[src/mifc_consts.vh]
`ifndef MIFC_CONSTS_VH
`define MIFC_CONSTS_VH

// ****************************************
// register indices (byte address = 4 * index)
// ****************************************
`define MIFC_IDX_W 7
`define MIFC_IDX_FANDIV 7'h05
`define MIFC_IDX_STAT2 7'h42
`define MIFC_IDX_MASK2 7'h44

// ****************************************
// fan divider / pin function fields
// ****************************************
`define MIFC_FD_TA_LVL 0
`define MIFC_FD_TB_LVL 1
`define MIFC_FD_TA_DIV 2
`define MIFC_FD_TB_DIV 4
`define MIFC_FD_LVL_POL 2
`define MIFC_FD_OS_EN 6
`define MIFC_FD_RST_EN 7
`define MIFC_FD_UPPER_RST 4'h5

// ****************************************
// status / mask fields
// ****************************************
`define MIFC_ST_W 6
`define MIFC_ST_HOT 0
`define MIFC_ST_TA 2
`define MIFC_ST_TB 3
`define MIFC_ST_OS 5
`define MIFC_MK_HOT_MODE 6
`define MIFC_MK_OS_MODE 7
`define MIFC_MASK2_RST 8'h00
`define MIFC_STAT2_RST 6'h00

`endif

[src/mifc_temp_flag.v]
`timescale 1ns/100ps
// ****************************************
// temperature flag evaluator
// ****************************************
module mifc_temp_flag (
    input wire clk_i,
    input wire rst_i,
    input wire ce_i,
    input wire conv_done_i,
    input wire above_i,
    input wire below_i,
    input wire one_time_i,
    output wire set_o,
    output wire hot_o
);
    reg hot_reg;
    reg hot_next;
    reg set_c;

    always @* begin
        hot_next = hot_reg;
        set_c = 1'b0;
        if (conv_done_i) begin
            if (above_i) begin
                hot_next = 1'b1;
            end else if (below_i) begin
                hot_next = 1'b0;
            end
            if (one_time_i) begin
                // only the crossings raise the flag
                set_c = (above_i & ~hot_reg) | (below_i & hot_reg);
            end else begin
                // re-raised every conversion until below hysteresis
                set_c = above_i | (hot_reg & ~below_i);
            end
        end
    end

    always @(posedge clk_i) begin
        if (rst_i) begin
            hot_reg <= 1'b0;
        end else if (ce_i) begin
            hot_reg <= hot_next;
        end
    end

    assign set_o = set_c & ce_i;
    assign hot_o = hot_reg;
endmodule

[src/mifc_top.v]
// The Wishbone slave port was left to the implementer.
`timescale 1ns/100ps
// Overview of operation
// - mask bit 5 blocks overtemp flag interrupt
// - default hot mode: re-raise each conversion
// - one-time hot mode: entry and exit once
// - one-time: read clears, no re-set
// - mask bit 7 selects overtemp mode
// - bit 0: tach a level or count
// - bit 1: tach b level or count
// - bits 3:2 tach a divide ratio
// - bits 5:4 tach b divide ratio
// - bit 2 sets level input polarity
// - bit 6 only: pin overtemp open-drain
// - bit 7: pin is reset output
// - bits 6,7 zero: pin disabled
// - reset loads 0101 and ident pins
// - overtemp output: comparator style only
`include "mifc_consts.vh"

module mifc_top #(
    parameter DIV_CNT_W = 3
) (
    input wire clk_i,
    input wire rst_i,
    input wire ce_i,
    input wire wb_cyc_i,
    input wire wb_stb_i,
    input wire wb_we_i,
    input wire [8:0] wb_adr_i,
    input wire [3:0] wb_sel_i,
    input wire [31:0] wb_dat_i,
    output reg [31:0] wb_dat_o,
    output reg wb_ack_o,
    input wire [3:0] voltage_ident_pins_i,
    input wire conv_done_i,
    input wire hot_above_i,
    input wire hot_below_hyst_i,
    input wire os_above_i,
    input wire os_below_hyst_i,
    input wire reset_request_i,
    input wire tach_input_a_i,
    input wire tach_input_b_i,
    output reg tach_a_count_pulse_o,
    output reg tach_b_count_pulse_o,
    output reg shared_reset_overtemp_pin_o,
    output reg shared_reset_overtemp_pin_oe_n_o,
    output reg overtemp_out_o,
    output reg irq_o
);

    // ****************************************
    // registers
    // ****************************************
    reg [7:0] fan_divider_and_pin_function_reg;
    reg [7:0] fan_divider_and_pin_function_next;
    reg [7:0] irq_mask_and_temp_irq_mode_reg;
    reg [7:0] irq_mask_and_temp_irq_mode_next;
    reg [`MIFC_ST_W-1:0] irq_status_reg;
    reg [`MIFC_ST_W-1:0] irq_status_next;
    reg [31:0] rd_data_next;
    reg ack_next;
    reg os_level_reg;
    reg os_level_next;

    wire [`MIFC_IDX_W-1:0] idx;
    wire req;
    wire wr_take;
    wire rd_take;
    wire hot_set;
    wire os_set;
    wire [1:0] tach_in;
    wire [1:0] lvl_mode;
    wire [1:0] lvl_active;
    wire [1:0] cnt_pulse;
    wire [1:0] ratio [0:1];
    wire lvl_pol_low;
    wire [1:0] pin_mode;

    assign idx = wb_adr_i[8:2];
    // one request per ack; the cycle that carries ack is never taken again
    assign req = wb_cyc_i & wb_stb_i & ~wb_ack_o;
    assign wr_take = req & wb_we_i & wb_sel_i[0];
    assign rd_take = req & ~wb_we_i;

    // ****************************************
    // temperature flags
    // ****************************************
    mifc_temp_flag u_hot_flag (
        .clk_i(clk_i),
        .rst_i(rst_i),
        .ce_i(ce_i),
        .conv_done_i(conv_done_i),
        .above_i(hot_above_i),
        .below_i(hot_below_hyst_i),
        .one_time_i(irq_mask_and_temp_irq_mode_reg[`MIFC_MK_HOT_MODE]),
        .set_o(hot_set),
        .hot_o()
    );

    // same mode machinery, selected by mask bit 7
    mifc_temp_flag u_os_flag (
        .clk_i(clk_i),
        .rst_i(rst_i),
        .ce_i(ce_i),
        .conv_done_i(conv_done_i),
        .above_i(os_above_i),
        .below_i(os_below_hyst_i),
        .one_time_i(irq_mask_and_temp_irq_mode_reg[`MIFC_MK_OS_MODE]),
        .set_o(os_set),
        .hot_o()
    );

    // comparator style: level follows last conversion's limit result
    always @* begin
        os_level_next = os_level_reg;
        if (conv_done_i) begin
            os_level_next = os_above_i;
        end
    end

    // ****************************************
    // tachometer inputs
    // ****************************************
    assign tach_in = {tach_input_b_i, tach_input_a_i};
    assign lvl_mode[0] = fan_divider_and_pin_function_reg[`MIFC_FD_TA_LVL];
    assign lvl_mode[1] = fan_divider_and_pin_function_reg[`MIFC_FD_TB_LVL];
    assign ratio[0] = fan_divider_and_pin_function_reg[`MIFC_FD_TA_DIV+1:`MIFC_FD_TA_DIV];
    assign ratio[1] = fan_divider_and_pin_function_reg[`MIFC_FD_TB_DIV+1:`MIFC_FD_TB_DIV];
    // one polarity bit serves both inputs; it overlaps the ratio field
    assign lvl_pol_low = fan_divider_and_pin_function_reg[`MIFC_FD_LVL_POL];

    genvar g;
    generate
        for (g = 0; g < 2; g = g + 1) begin : g_tach
            reg prev_reg;
            reg [DIV_CNT_W-1:0] edge_cnt_reg;
            reg [DIV_CNT_W-1:0] edge_cnt_next;
            reg pulse_c;
            wire [DIV_CNT_W-1:0] terminal;

            // divide by 1, 2, 4, 8 for codes 00..11
            assign terminal = (({{(DIV_CNT_W-1){1'b0}}, 1'b1}) << ratio[g])
                - {{(DIV_CNT_W-1){1'b0}}, 1'b1};

            always @* begin
                edge_cnt_next = edge_cnt_reg;
                pulse_c = 1'b0;
                if (lvl_mode[g]) begin
                    edge_cnt_next = {DIV_CNT_W{1'b0}};
                end else if (tach_in[g] & ~prev_reg) begin
                    if (edge_cnt_reg >= terminal) begin
                        edge_cnt_next = {DIV_CNT_W{1'b0}};
                        pulse_c = 1'b1;
                    end else begin
                        edge_cnt_next = edge_cnt_reg + {{(DIV_CNT_W-1){1'b0}}, 1'b1};
                    end
                end
            end

            always @(posedge clk_i) begin
                if (rst_i) begin
                    prev_reg <= 1'b0;
                    edge_cnt_reg <= {DIV_CNT_W{1'b0}};
                end else if (ce_i) begin
                    prev_reg <= tach_in[g];
                    edge_cnt_reg <= edge_cnt_next;
                end
            end

            assign cnt_pulse[g] = pulse_c;
            // active low when polarity bit set, else active high
            assign lvl_active[g] = lvl_mode[g] & (tach_in[g] ^ lvl_pol_low);
        end
    endgenerate

    // ****************************************
    // status flags
    // ****************************************
    always @* begin
        irq_status_next = irq_status_reg;
        // a read clears; a same-cycle set still wins below
        if (rd_take && idx == `MIFC_IDX_STAT2) begin
            irq_status_next = `MIFC_STAT2_RST;
        end
        if (hot_set) begin
            irq_status_next[`MIFC_ST_HOT] = 1'b1;
        end
        if (os_set) begin
            irq_status_next[`MIFC_ST_OS] = 1'b1;
        end
        if (lvl_active[0]) begin
            irq_status_next[`MIFC_ST_TA] = 1'b1;
        end
        if (lvl_active[1]) begin
            irq_status_next[`MIFC_ST_TB] = 1'b1;
        end
    end

    // ****************************************
    // register writes
    // ****************************************
    always @* begin
        fan_divider_and_pin_function_next = fan_divider_and_pin_function_reg;
        irq_mask_and_temp_irq_mode_next = irq_mask_and_temp_irq_mode_reg;
        if (wr_take) begin
            case (idx)
                `MIFC_IDX_FANDIV: begin
                    fan_divider_and_pin_function_next = wb_dat_i[7:0];
                end
                `MIFC_IDX_MASK2: begin
                    irq_mask_and_temp_irq_mode_next = wb_dat_i[7:0];
                end
                default: begin
                    fan_divider_and_pin_function_next = fan_divider_and_pin_function_reg;
                end
            endcase
        end
    end

    // ****************************************
    // register reads
    // ****************************************
    always @* begin
        rd_data_next = 32'h0000_0000;
        ack_next = req;
        if (rd_take) begin
            case (idx)
                `MIFC_IDX_FANDIV: begin
                    rd_data_next[7:0] = fan_divider_and_pin_function_reg;
                end
                `MIFC_IDX_MASK2: begin
                    rd_data_next[7:0] = irq_mask_and_temp_irq_mode_reg;
                end
                `MIFC_IDX_STAT2: begin
                    rd_data_next[`MIFC_ST_W-1:0] = irq_status_reg;
                end
                default: begin
                    // unmapped: acked, reads zero
                    rd_data_next = 32'h0000_0000;
                end
            endcase
        end
    end

    // ****************************************
    // shared reset / overtemp pin
    // ****************************************
    assign pin_mode = {fan_divider_and_pin_function_reg[`MIFC_FD_RST_EN],
        fan_divider_and_pin_function_reg[`MIFC_FD_OS_EN]};

    // ****************************************
    // register state
    // ****************************************
    always @(posedge clk_i) begin
        if (rst_i) begin
            // sync reset, so sampling the ident pins here is safe
            fan_divider_and_pin_function_reg <= {`MIFC_FD_UPPER_RST,
                voltage_ident_pins_i};
            irq_mask_and_temp_irq_mode_reg <= `MIFC_MASK2_RST;
            irq_status_reg <= `MIFC_STAT2_RST;
            os_level_reg <= 1'b0;
        end else if (ce_i) begin
            // hardware sets status, the bus only ever clears it
            fan_divider_and_pin_function_reg <= fan_divider_and_pin_function_next;
            irq_mask_and_temp_irq_mode_reg <= irq_mask_and_temp_irq_mode_next;
            irq_status_reg <= irq_status_next;
            os_level_reg <= os_level_next;
        end
    end

    // ****************************************
    // bus answer
    // ****************************************
    always @(posedge clk_i) begin
        if (rst_i) begin
            wb_ack_o <= 1'b0;
            wb_dat_o <= 32'h0000_0000;
        end else if (ce_i) begin
            // ce low stalls the answer as well, so the master just waits
            wb_ack_o <= ack_next;
            wb_dat_o <= rd_data_next;
        end
    end

    // ****************************************
    // tachometer count pulses
    // ****************************************
    always @(posedge clk_i) begin
        if (rst_i) begin
            tach_a_count_pulse_o <= 1'b0;
            tach_b_count_pulse_o <= 1'b0;
        end else if (ce_i) begin
            // registered, so a pulse trails its input edge by one cycle
            tach_a_count_pulse_o <= cnt_pulse[0];
            tach_b_count_pulse_o <= cnt_pulse[1];
        end
    end

    // ****************************************
    // interrupt line
    // ****************************************
    always @(posedge clk_i) begin
        if (rst_i) begin
            irq_o <= 1'b0;
        end else if (ce_i) begin
            // next values, so the line moves in the same cycle as the status bit
            // mask bit set keeps that flag off the interrupt line
            irq_o <= |(irq_status_next
                & ~irq_mask_and_temp_irq_mode_next[`MIFC_ST_W-1:0]);
        end
    end

    // ****************************************
    // overtemp level and shared pin
    // ****************************************
    always @(posedge clk_i) begin
        if (rst_i) begin
            overtemp_out_o <= 1'b0;
            shared_reset_overtemp_pin_o <= 1'b0;
            shared_reset_overtemp_pin_oe_n_o <= 1'b1;
        end else if (ce_i) begin
            // comparator style: follows the last conversion, no latching
            overtemp_out_o <= os_level_next;
            // open drain: only ever pulls low
            shared_reset_overtemp_pin_o <= 1'b0;
            // the pin mode acts one edge after the register write
            case (pin_mode)
                2'b01: begin
                    shared_reset_overtemp_pin_oe_n_o <= ~os_level_next;
                end
                2'b10, 2'b11: begin
                    // reset mode wins whatever bit 6 says
                    shared_reset_overtemp_pin_oe_n_o <= ~reset_request_i;
                end
                default: begin
                    shared_reset_overtemp_pin_oe_n_o <= 1'b1;
                end
            endcase
        end
    end

endmodule

[config.mk]
export PLATFORM = sky130hd
export DESIGN_NAME = mifc_top
export DESIGN_NICKNAME = d
export VERILOG_FILES = /design/src/mifc_temp_flag.v /design/src/mifc_top.v
export VERILOG_INCLUDE_DIRS = /design/src
export SDC_FILE = /design/constraint.sdc
export NUM_CORES = 1
export LEC_CHECK = 0
export ABC_CLOCK_PERIOD_IN_PS = 3700
export BUFFER_PORTS_ARGS = -buffer_cell sky130_fd_sc_hd__clkbuf_2
export CAP_MARGIN = 15
export CORE_UTILIZATION = 26
export DETAILED_ROUTE_END_ITERATION = 6
export SYNTH_ARGS = -nofsm -noshare
export SYNTH_HDL_FRONTEND = slang
export SYNTH_SLANG_ARGS = --single-unit
export TNS_END_PERCENT = 10
[constraint.sdc]
create_clock -name clk_i -period 3.7 [get_ports clk_i]
set_clock_uncertainty 0.2 [all_clocks]
set_input_delay 0.37 -clock clk_i [delete_from_list [all_inputs] [get_ports clk_i]]
set_output_delay 0.37 -clock clk_i [all_outputs]
set_load 0.02 [all_outputs]
Word-level counts from Yosys, hierarchy flattened
Cells that the tools add are included.
{ "totals": {"wordCells": 120, "in_bits": 63, "ff_bits": 70} }
{ "classes": {"shifts": 2, "muxes": 36, "n_bitwise": 35, "n_addsub": 4, "magnitude_cmp": 2, "n_eq_ne": 6, "n_reduce_logical": 17} }
{ "op_table": {"columns": ["cell", "count"], "rows": [
  ["1-bit two-way mux", 19],
  ["3-bit two-way mux", 6],
  ["6-bit two-way mux", 3],
  ["6-bit one-hot mux with 3 select lines", 1],
  ["1-bit bitwise AND", 17],
  ["4-bit two-way mux", 4],
  ["3-bit AND reduction", 5],
  ["7-bit == test, second input constant", 2],
  ["2-bit nonzero test", 7],
  ["1-bit NOT", 10],
  ["8-bit two-way mux", 1],
  ["7-bit by 3-bit == test with 1-bit output, second input constant", 1],
  ["3-bit by 1-bit adder with 3-bit output, second input constant", 2],
  ["6-bit bitwise AND", 1],
  ["3-bit greater-or-equal comparator", 2],
  ["6-bit NOT", 1],
  ["6-bit OR reduction", 1],
  ["1-bit by 2-bit left shift with 3-bit output, first input constant", 2],
  ["3-bit by 1-bit subtractor with 3-bit output, second input constant", 2],
  ["2-bit == test, second input constant", 2],
  ["1-bit bitwise OR", 4],
  ["2-bit one-hot mux with 2 select lines", 1],
  ["2-bit AND reduction", 2],
  ["2-bit by 1-bit == test with 1-bit output, second input constant", 1],
  ["4 further kinds", 5]
]} }

Longest topological paths before layout
Gate-level depths: netlist (run 1).
{ "logic_depth": {"word_depth": 9, "mapped_depth": 7, "depth_no_buf": 7} }

Cells and area by module
A second synthesis (run 1) with hierarchy kept.
{ "hier_totals": {"cells_unflattened": 301, "area_unflattened_um2": 2595.0} }
{ "modules_own_cells": {"columns": ["module", "area_each_um2", "cells_per_inst", "seq_area_each_um2", "n_inst"], "rows": [
  ["mifc_top", 2464.9, 283, 920.9, 1],
  ["mifc_temp_flag", 65.1, 9, 20.0, 2]
]} }

Least setup slack after synthesis (run 1)
No wires, ideal clock.
{ "synth_timing": {"path_type": "input to register", "from": "in wb_adr_i[5]", "to": "reg irq_o", "cell_stages": 7, "t_required_ns": 3.419, "n_path_buf": 2, "path_slack_ns": 1.285, "arrival_ns": 2.135, "cell_sequence": "or3_1 -> buf_2 -> nor4_4 -> buf_2 -> mux2i_1 -> o21ai_0 -> a41oi_1"} }
{ "synth_via": {"elab_chain_cells": 6, "elab_cells_between_ends": 13, "classes_between": "2 x eq/ne; 7 x mux; 2 x bitwise; 2 x reduce/logical"} }
{ "synth_lines": {"columns": ["item", "line", "source"], "rows": [
  ["from (decl)", "mifc_top.v:30", "input wire [8:0] wb_adr_i,"],
  ["7-bit == test, on equally long branches", null, null],
  ["1-bit logical AND (no line) / 6-bit two-way mux (equally long branches)", null, null],
  ["6-bit two-way mux, on equally long branches", "mifc_top.v:183, mifc_top.v:206", null],
  ["1-bit two-way mux, or another cell as far along", "mifc_top.v:186", "if (hot_set) begin"],
  ["6-bit bitwise AND (*)", "mifc_top.v:309", "irq_o <= |(irq_status_next"],
  ["6-bit OR reduction (*)", "mifc_top.v:309", null],
  ["to (signal assigned)", "mifc_top.v:309", null],
  ["to (decl)", "mifc_top.v:49", "output reg irq_o"]
]} }
Every way passes the cells marked *; elsewhere a longest branch is shown, timed or not.
A chain may end at the register's enable or synchronous reset.

Worst setup path after layout (run 1)
{ "layout_timing": {"from": "in wb_adr_i[5]", "to": "reg irq_mask_and_temp_irq_mode_reg[6]"} }
{ "layout_via": {"elab_chain_cells": 2} }
{ "layout_lines": {"columns": ["item", "line", "source"], "rows": [
  ["7-bit == test", "mifc_top.v:207", "case (idx)"],
  ["3-bit AND reduction (no line)", null, null],
  ["to (signal assigned)", "mifc_top.v:260", "irq_mask_and_temp_irq_mode_reg <= `MIFC_MASK2_RST;"],
  ["to (signal assigned)", "mifc_top.v:266", "irq_mask_and_temp_irq_mode_reg <= irq_mask_and_temp_irq_mode_next;"],
  ["to (decl)", "mifc_top.v:57", "reg [7:0] irq_mask_and_temp_irq_mode_reg;"]
]} }
Every way passes these cells.

==> results.tsv, run 1 <==
metric	value	unit
status	complete, but fails checks	
violations in the final reports	design-rule violations	
post-synthesis sequential area ratio	0.369	
peak supply drop	0.000135	V
Skew-Pair Late Insertion Delay	0.30	ns
critical path endpoint	irq_mask_and_temp_irq_mode_reg[6]	
GRT Total Usage	0.125	
Unique masters post-synth	47	
Post-synth EDFFs	4	
DR iter-0 viols	156	
first-pass GRT wire length	10000	um
Top FF cell, synth	dfxtp_1	
Fin. Hold Viols	0	
Syn-to-layout area delta	14.3	%
Pleak	1.18	nW
Final Critical Period	2.45	ns
gpl congestion	0.759	
setup repair after global routing missed its margin	false	
H-tree depth	2	
Detailed Place HPWL	4600	um
vias in the first global route	2038	
Clock transition at path regs	0.08	ns
I/O pin count	102	
initial core utilization	0.267	
Synth Cell Area	0.00260	mm2
maxcap violations	0	
post-synth top area cell	dfxtp_1	
die extent in x	102	um
clk sink count	46	
critical path type	in -> reg	
Reg2Reg Launch Point	fan_divider_and_pin_function_reg[2]	
die span in y	102	um
FF-to-FF setup slack	1.26	ns
worst slew pin tran	0.984	ns
post-synth top area share	0.323	
Tot Pwr	0.965	mW
PortBufs	47	
Avg Cell Area, Syn	8.58	um2
crit path DAT	2.39	ns
cts-stage hold buffer count	0	
setup bufs post-CTS	0	
Root Buffer	clkbuf_8	
Max Clk Rate	408	MHz
reg-to-reg critical path endpoint	tach_a_count_pulse_o	
largest cells by area after synthesis	dfxtp_1, buf_4, a21oi_1, mux2i_1, nand2_1	
GRT Residual Overflow	0	
cell count of the worst reg-to-reg path	7	
setup_tns	0	ns
CTS Buf Count	5	
Slew HR	0.344	
via/cell ratio	4.71	
hold depth	2	
Yosys warnings	0	
total placed instance area	0.00290	mm2
worst hold slack	0.101	ns
required time of the critical path	3.64	ns
share of cells above drive strength 1	0.207	
critical-path maximum fanout	10	
period utilization	0.663	
NumNets Final	419	
Startpoint Class	primary input	
Synth Register Bits	46	
detailed-route DRC error count	1	
antenna-violating nets left	0	
Wirelength per Cell	13.0	um
drt pass-1 iters	6	
Routed WL	6260	um
# diodes	0	
via count	2267	
# resized after CTS	0	
Critical path origin	wb_adr_i[5]	
endpoints failing setup	0	
num rows	36	
worst-case clock buffer depth	2	
design area	0.00297	mm2
Crit. End Element	flip-flop	
Pins Over Slew Limit	0	
largest net degree at the start of global routing	48	
post-synthesis cell count	303	
CTS tree	built	
Async SR Flop Fraction	0	
die area	0.0104	mm2
Worst Hold Class	in -> reg	
initial antenna violation count	0	
power per cell area	324	mW/mm2
core area	0.00973	mm2
stage by stage:
stage / setup slack (ns) / util / instances
CTS: 1.23 / 0.306 / 481
floorplan: 1.28 / - / 327
global placement: 0.958 / 0.298 / 474
finish: 1.25 / 0.306 / 481
global route: 1.11 / 0.306 / 481
detailed placement: 0.941 / 0.298 / 474
metal layers:
layer	up-vias	routed length (um)	share of wire	global-route usage
met5	-	0	0	0
met2	71	2930	0.47	0.207
met4	0	55	0.0088	0.0330
met3	8	358	0.057	0.0287
met1	1070	2920	0.47	0.164
li1	1118	-	-	-
worst max-delay path: stages:
cell	delay, ns
clkbuf_2	0.08
or3_1	0.45
nor4_4	0.73
buf_4	0.30
nand2_1	0.24
nand2_1	0.15
a21oi_1	0.07
area by class of cell:
| cell class | count | area (um2) |
|---|---|---|
| fillers | 1060 | 6760 |
| multi-input cells | 237 | 1470 |
| flip-flops and latches | 46 | 961 |
| repair buffers | 53 | 280 |
| well taps | 133 | 166 |
| clock buffers | 5 | 68.8 |
| inverters | 5 | 18.8 |
| clock inverters | 2 | 10.0 |
worst min-delay path by stage:
stage                                       from  slack, ns                                   to
4_1_cts                              wb_dat_i[6]        0.1  fan_divider_and_pin_function_reg[6]
2_1_floorplan  irq_mask_and_temp_irq_mode_reg[1]       0.24    irq_mask_and_temp_irq_mode_reg[1]
6_report                             wb_dat_i[6]       0.10  fan_divider_and_pin_function_reg[6]
3_5_place_dp                         wb_dat_o[1]       0.25                          wb_dat_o[1]
3_3_place_gp   irq_mask_and_temp_irq_mode_reg[1]       0.25    irq_mask_and_temp_irq_mode_reg[1]
5_1_grt                              wb_dat_i[6]       0.09  fan_divider_and_pin_function_reg[6]
kinds of logic (layout without fill, tap and decap cells):
kind of cell	count (synthesis)	count (layout)	share of synthesized area
xor gates and xnor gates	2	2	0.00674
AOI/OAI and AO/OA	74	74	0.185
and+or+nand+nor	111	111	0.231
adders and majority gates	8	8	0.0385
buffers and inverters	44	65	0.101
other	1	25	0.00144
DFF	46	46	0.369
muxes	17	17	0.0673
Yosys cell counts, types with 3 or more instances:
master,number
inv_1,5
a22oi_1,5
nand2_1,33
nor3b_1,3
nand4_1,5
edfxtp_1,4
a211oi_1,3
clkbuf_1,12
mux2_2,4
nor2_1,17
or2_2,3
nand2b_1,12
mux2i_1,13
ha_1,8
buf_4,25
o21ai_0,11
nor2b_1,5
nand3_1,12
a21oi_1,29
a21o_1,3
dfxtp_1,42
a22o_1,6
a211o_1,3
and2_1,8
power by group:
group	switching (mW)	leakage, nW	internal [mW]
logic	0.0883	0.756	0.0519
registers	0.0138	0.380	0.516
clock network	0.167	0.0438	0.127
layout by cell type, fill, tap and decap left out, types with 3 or more instances in the layout:
| master | netlist | routed |
|---|---|---|
| a21o_1 | 3 | 3 |
| nor3b_1 | 3 | 3 |
| dfxtp_1 | 42 | 42 |
| nand2_1 | 33 | 33 |
| a211oi_1 | 3 | 3 |
| mux2i_1 | 13 | 13 |
| nand4_1 | 5 | 5 |
| nor2_1 | 17 | 17 |
| a211o_1 | 3 | 3 |
| nor2b_1 | 5 | 5 |
| conb_1 | 1 | 25 |
| nand3_1 | 12 | 12 |
| o21ai_0 | 11 | 11 |
| edfxtp_1 | 4 | 4 |
| inv_1 | 5 | 5 |
| clkbuf_2 | 0 | 47 |
| a22oi_1 | 5 | 5 |
| ha_1 | 8 | 8 |
| a22o_1 | 6 | 6 |
| or2_2 | 3 | 3 |
| mux2_2 | 4 | 4 |
| a21oi_1 | 29 | 29 |
| buf_4 | 25 | 6 |
| clkbuf_8 | 0 | 5 |
| and2_1 | 8 | 8 |
| nand2b_1 | 12 | 12 |
(Power assumes the default switching activity.)
==> inputs of run 2 (changes only) <==
--- a/config.mk
+++ b/config.mk
@@ -6,7 +6,7 @@
 export SDC_FILE = /design/constraint.sdc
 export NUM_CORES = 1
 export LEC_CHECK = 0
-export ABC_CLOCK_PERIOD_IN_PS = 3700
+export ABC_CLOCK_PERIOD_IN_PS = 2200
 export BUFFER_PORTS_ARGS = -buffer_cell sky130_fd_sc_hd__clkbuf_2
 export CAP_MARGIN = 15
 export CORE_UTILIZATION = 26
==> constraint.sdc (replaced) <==
create_clock -name clk_i -period 2.2 [get_ports clk_i]
set_clock_uncertainty 0.2 [all_clocks]
set_input_delay 0.22 -clock clk_i [delete_from_list [all_inputs] [get_ports clk_i]]
set_output_delay 0.22 -clock clk_i [all_outputs]
set_load 0.02 [all_outputs]
==> run 2 against run 1 <==
Highest routed layer unchanged. Setup slack worse by 1.3 ns. Combinational power is 84% higher. Critical path depth did not move. Design area up 5.2%. The flow finishes with violations (negative setup slack). Clock power grew 75%. Non-clock buffer count rose by 16. Utilization rose by 1.6 points. Critical path type is now reg -> reg. Critical endpoint is now g_tach[1].edge_cnt_reg[0]. Sequential share of layout area down 1.6 points. Flip-flop and latch count unchanged. Wire length is 1.9% higher. Clock-buffer cell count unchanged.
==> results.tsv, run 2 (synthesized netlist as in run 1, its figures left out) <==
metric	value	unit	change
Pins Over Slew Limit	0		unchanged
Tot Pwr	1.66	mW	+72%
period utilization	1.00		
critical path type	reg -> reg		
required time of the critical path	2.24	ns	-1.40 ns
setup repair after global routing missed its margin	true		
largest net degree at the start of global routing	24		-50%
violations in the final reports	negative setup slack		
Slew HR	0.660		+0.316
via/cell ratio	4.55		-3.5%
Wirelength per Cell	12.8	um	-1.6%
die span in y	102	um	unchanged
Crit. End Element	flip-flop		
Detailed Place HPWL	4780	um	+4.0%
# diodes	0		unchanged
via count	2266		-0.044%
crit path DAT	2.24	ns	-0.15 ns
Skew-Pair Late Insertion Delay	0.30	ns	about the same
H-tree depth	2		unchanged
setup bufs post-CTS	0		unchanged
antenna-violating nets left	0		unchanged
die area	0.0104	mm2	unchanged
peak supply drop	0.000221	V	+63%
Syn-to-layout area delta	20.3	%	
power per cell area	531	mW/mm2	+64%
CTS tree	built		
GRT Total Usage	0.129		+0.00357
Setup WS post-layout	-0.00535	ns	-1.25 ns
status	complete, but fails checks		
initial core utilization	0.267		unchanged
Root Buffer	clkbuf_8		
share of cells above drive strength 1	0.236		+0.0287
gpl congestion	0.770		+1.5%
GRT Residual Overflow	0		unchanged
vias in the first global route	2126		+4.3%
leading cell type in the layout, fill and taps excluded	clkbuf_2		
drt pass-1 iters	4		-2
Fillers	1055		-0.47%
critical-path maximum fanout	3		-7
most frequent cells in the layout	clkbuf_2, dfxtp_1, nand2_1		
maxcap violations	0		unchanged
Worst Hold Class	in -> reg		
clk sink count	46		unchanged
I/O pin count	102		unchanged
PortBufs	47		unchanged
die extent in x	102	um	unchanged
NumNets Final	435		+3.8%
Clock transition at path regs	0.09	ns	about the same
Startpoint Class	flip-flop		
setup_tns	-0.00542	ns	-0.00542 ns
Routed WL	6370	um	+1.9%
worst slew pin tran	0.509	ns	-0.475 ns
core area	0.00973	mm2	unchanged
endpoints failing setup	2		+2
Fin. Hold Viols	0		unchanged
initial antenna violation count	0		unchanged
CTS Buf Count	5		unchanged
Pleak	1.26	nW	+6.7%
Final Critical Period	2.21	ns	
detailed-route DRC error count	0		-1
Max Clk Rate	453	MHz	
num rows	36		unchanged
worst-case clock buffer depth	2		unchanged
DR iter-0 viols	122		-22%
first-pass GRT wire length	10400	um	+3.6%
[run 2: cell types whose count changed in the layout (fill, tap and decap cells not counted), sizes merged]
cell,delta
buf,+12
dlygate4sd3,+4
clkinvlp,+1
[run 2: what timing repair did]
item / CTS / global route
endpoints found under the setup margin: 2 / 8
pin swaps: 2 / 1
gates resized for setup: 2 / 2
gates cloned: 0 / 0
hold buffers: 4 / 0
endpoints found under the hold margin: 6 / 0
[run 2: area by class of cell]
type                       instances  area (um2)  share of cell area
tap                              133         166              0.0532
inverter                           5        18.8             0.00600
clock inverter                     3        16.3             0.00520
sequential                        46         961               0.307
clock buffer                       5        68.8              0.0220
timing repair buffer              69         414               0.132
multi-input combinational        237        1480               0.474
[run 2: where the power goes]
group | internal, mW | total (mW) | leakage (nW) | switching, mW
clock | 0.218 | 0.516 | 0.0416 | 0.298
sequential | 0.868 | 0.889 | 0.380 | 0.0205
combinational | 0.102 | 0.257 | 0.838 | 0.155
[run 2: final timing paths]
check | startpoint | endpoint | slack [ns] | cells after the start
max | fan_divider_and_pin_function_reg[4] | g_tach[1].edge_cnt_reg[0] | -0.005 | 7
min | wb_dat_i[1] | irq_mask_and_temp_irq_mode_reg[1] | 0.008 | 3
max reg2reg | fan_divider_and_pin_function_reg[4] | g_tach[1].edge_cnt_reg[0] | -0.005 | 7
min reg2reg | wb_dat_o[1] | wb_dat_o[1] | 0.26 | 2
[run 2: metrics by stage]
step / worst slack [ns] / hold WS [ns] / instances / utilization / instance area (um2)
finish: -0.00535 / 0.00775 / 498 / 0.322 / 3130
global route: -0.159 / 0.00385 / 498 / 0.322 / 3130
CTS: 0.00712 / 0.000569 / 498 / 0.321 / 3120
detailed placement: -0.0230 / 0.252 / 486 / 0.307 / 2990
global placement: -0.00990 / 0.251 / 486 / 0.307 / 2990
floorplan: -0.0135 / 0.138 / 327 / - / 2690
[run 2: critical path, cell delays in order, from the launching register on]
cell      delay (ns)
dfxtp_1         0.33
or2_2           0.30
ha_1            0.27
nand2b_1        0.14
a21o_1          0.19
a211oi_1        0.42
nand4_1         0.15
a21oi_1         0.16
[run 2: metal layers]
| layer | share of wire | global-route usage | vias to the layer above |
|---|---|---|---|
| li1 | - | - | 1146 |
| met1 | 0.47 | 0.161 | 1058 |
| met2 | 0.47 | 0.215 | 56 |
| met3 | 0.052 | 0.0369 | 6 |
| met4 | 0.0089 | 0.0363 | 0 |
| met5 | 0 | 0 | - |
==> inputs of run 3 (changes only) <==
--- a/config.mk
+++ b/config.mk
@@ -10,7 +10,10 @@
 export BUFFER_PORTS_ARGS = -buffer_cell sky130_fd_sc_hd__clkbuf_2
 export CAP_MARGIN = 15
 export CORE_UTILIZATION = 26
+export CTS_CLUSTER_DIAMETER = 40
 export DETAILED_ROUTE_END_ITERATION = 6
+export RECOVER_POWER = 100
+export SLEW_MARGIN = 20
 export SYNTH_ARGS = -nofsm -noshare
 export SYNTH_HDL_FRONTEND = slang
 export SYNTH_SLANG_ARGS = --single-unit
==> run 3 against run 2 <==
Flip-flop and latch count unchanged. Fmax down 0.52%. The flow still finishes with violations (negative setup slack). Register-to-register slack about the same. First-iteration DRC count unchanged. Combinational power down 2%. Power down 0.27%. Wire length up 0.33%. Via count up 0.84%.
==> results.tsv, run 3 (synthesized netlist as in run 1, its figures left out) <==
metric	value	unit	change
Fillers	1072		+1.6%
status	complete, but fails checks		
Hold Path End	irq_mask_and_temp_irq_mode_reg[1]		
critical-path maximum fanout	3		unchanged
Skew-Pair Late Insertion Delay	0.31	ns	about the same
worst hold slack	0.00777	ns	+0.0000125 ns
Setup WS post-layout	-0.0168	ns	-0.0114 ns
reg-to-reg critical path endpoint	g_tach[1].edge_cnt_reg[1]		
PortBufs	47		unchanged
period utilization	1.01		+0.00520
vias in the first global route	2126		unchanged
endpoints failing setup	2		unchanged
setup repair after global routing missed its margin	true		
DR iter-0 viols	122		unchanged
Syn-to-layout area delta	18.1	%	
initial core utilization	0.267		unchanged
critical path type	reg -> reg		
required time of the critical path	2.24	ns	about the same
I/O pin count	102		unchanged
Detailed Place HPWL	4780	um	unchanged
Crit path buffers/inverters	0		unchanged
H-tree depth	2		unchanged
leading cell type in the layout, fill and taps excluded	dfxtp_1		
Startpoint Class	flip-flop		
Pleak	1.18	nW	-6.4%
Root Buffer	clkbuf_8		
num rows	36		unchanged
core area	0.00973	mm2	unchanged
CTS Buf Count	5		unchanged
Clock transition at path regs	0.09	ns	about the same
FF-to-FF setup slack	-0.02	ns	about the same
die area	0.0104	mm2	unchanged
initial antenna violation count	0		unchanged
Reg2Reg Launch Point	fan_divider_and_pin_function_reg[4]		
Routed WL	6390	um	+0.33%
sw frac	0.286		+0.000836
Final Critical Period	2.22	ns	+0.0114 ns
clk sink count	46		unchanged
NumNets Final	435		unchanged
power per cell area	539	mW/mm2	+1.6%
Seq pwr share	0.536		about the same
GRT Residual Overflow	0		unchanged
Tot Pwr	1.66	mW	-0.27%
first-pass GRT wire length	10400	um	unchanged
Fin. Hold Viols	0		unchanged
hold depth	3		unchanged
Max Clk Rate	451	MHz	-0.52%
Pins Over Slew Limit	0		unchanged
violations in the final reports	negative setup slack		
Largest delay share family, worst path	compound AO/OA/AOI/OAI gates		
design area	0.00307	mm2	-1.8%
Logic pwr share	0.151		-0.004
drt pass-1 iters	4		unchanged
CTS tree	built		
Slew HR	0.569		-0.0915
GRT Total Usage	0.129		unchanged
Crit. End Element	flip-flop		
NetSw	0.474	mW	about the same
gpl congestion	0.770		unchanged
DP Worst Slack	-0.0230	ns	unchanged
maxcap violations	0		unchanged
Clock power frac	0.312		about the same
die extent in x	102	um	unchanged
detailed-route DRC error count	0		unchanged
setup bufs post-CTS	0		unchanged
Int Power	1.18	mW	-0.39%
Wirelength per Cell	12.8	um	+0.33%
worst slew pin tran	0.647	ns	+0.137 ns
largest net degree at the start of global routing	24		unchanged
Worst Hold Class	in -> reg		
# diodes	0		unchanged
worst-case clock buffer depth	2		unchanged
share of cells above drive strength 1	0.175		-0.0603
die span in y	102	um	unchanged
peak supply drop	0.000216	V	-2.1%
total placed instance area	0.00299	mm2	unchanged
slowest stage delay, CP	0.43	ns	about the same
crit path cell chain	or2_2 -> ha_1 -> nand2b_1 -> a21o_1 -> a211oi_1 -> nand4_1 -> a21oi_1		
via/cell ratio	4.59		+0.84%
via count	2285		+0.84%
cell count of the worst reg-to-reg path	7		unchanged
Crit-path slowest cell	a211oi_1		
most frequent cells in the layout	dfxtp_1, nand2_1, clkbuf_2		
crit path DAT	2.26	ns	+0.02 ns
hold path start	wb_dat_i[1]		
antenna-violating nets left	0		unchanged
[run 3: cell types whose count changed in the layout (fill, tap and decap cells not counted), sizes merged]
cell / previous run / this run
clkbuf: 52 / 58
buf: 18 / 12
[run 3: what timing repair did]
item,in CTS,in global routing
gates resized for setup,2,2
hold buffers,4,0
endpoints found under the hold margin,6,0
setup endpoints to repair,2,8
pin swaps,2,1
[run 3: final cells by class]
| cell class | instances | area, um2 | share of cell area |
|---|---|---|---|
| clock buffer | 5 | 68.8 | 0.0224 |
| clock inverter | 3 | 16.3 | 0.00529 |
| inverter | 5 | 18.8 | 0.00611 |
| multi-input combinational | 237 | 1470 | 0.478 |
| sequential | 46 | 961 | 0.313 |
| tap | 133 | 166 | 0.0542 |
| timing repair buffer | 69 | 373 | 0.121 |
[run 3: worst max path at each step]
| stage | startpoint | depth (start not counted) | to |
|---|---|---|---|
| after floorplan | wb_adr_i[5] | 6 | fan_divider_and_pin_function_reg[0] |
| after global placement | fan_divider_and_pin_function_reg[3] | 7 | tach_a_count_pulse_o |
| after detailed placement | fan_divider_and_pin_function_reg[3] | 7 | tach_a_count_pulse_o |
| after CTS | fan_divider_and_pin_function_reg[3] | 7 | g_tach[0].edge_cnt_reg[0] |
| after global routing | fan_divider_and_pin_function_reg[4] | 7 | g_tach[1].edge_cnt_reg[0] |
| final | fan_divider_and_pin_function_reg[4] | 7 | g_tach[1].edge_cnt_reg[1] |
[run 3: worst reg2reg max path, cell delays in order, from the launching register on]
cell and delay, ns:
dfxtp_1 0.32, or2_2 0.30, ha_1 0.27, nand2b_1 0.14, a21o_1 0.19, a211oi_1 0.43
nand4_1 0.15, a21oi_1 0.16
[run 3: per-stage QoR]
stage               utilization  instances  setup TNS, ns
global route              0.316        498         -0.622
detailed placement        0.307        486        -0.0253
floorplan                     -        327        -0.0584
global placement          0.307        486       -0.00990
CTS                       0.321        498              0
finish                    0.316        498        -0.0304
[run 3: metal layers]
layer / vias to the layer above / global-route usage / part of all wire
met5: - / 0 / 0
met4: 0 / 0.0363 / 0.0089
met3: 6 / 0.0369 / 0.051
met2: 56 / 0.215 / 0.48
met1: 1073 / 0.161 / 0.46
li1: 1150 / - / -
[run 3: power by group through the flow]
stage | Sequential [mW] | Combinational [mW] | Clock [mW]
floorplan | 0.910 | 0.193 | 0
global placement | 0.907 | 0.245 | 0
detailed placement | 0.908 | 0.249 | 0
CTS | 0.888 | 0.257 | 0.534
global route | 0.892 | 0.280 | 0.575
finish | 0.889 | 0.251 | 0.518
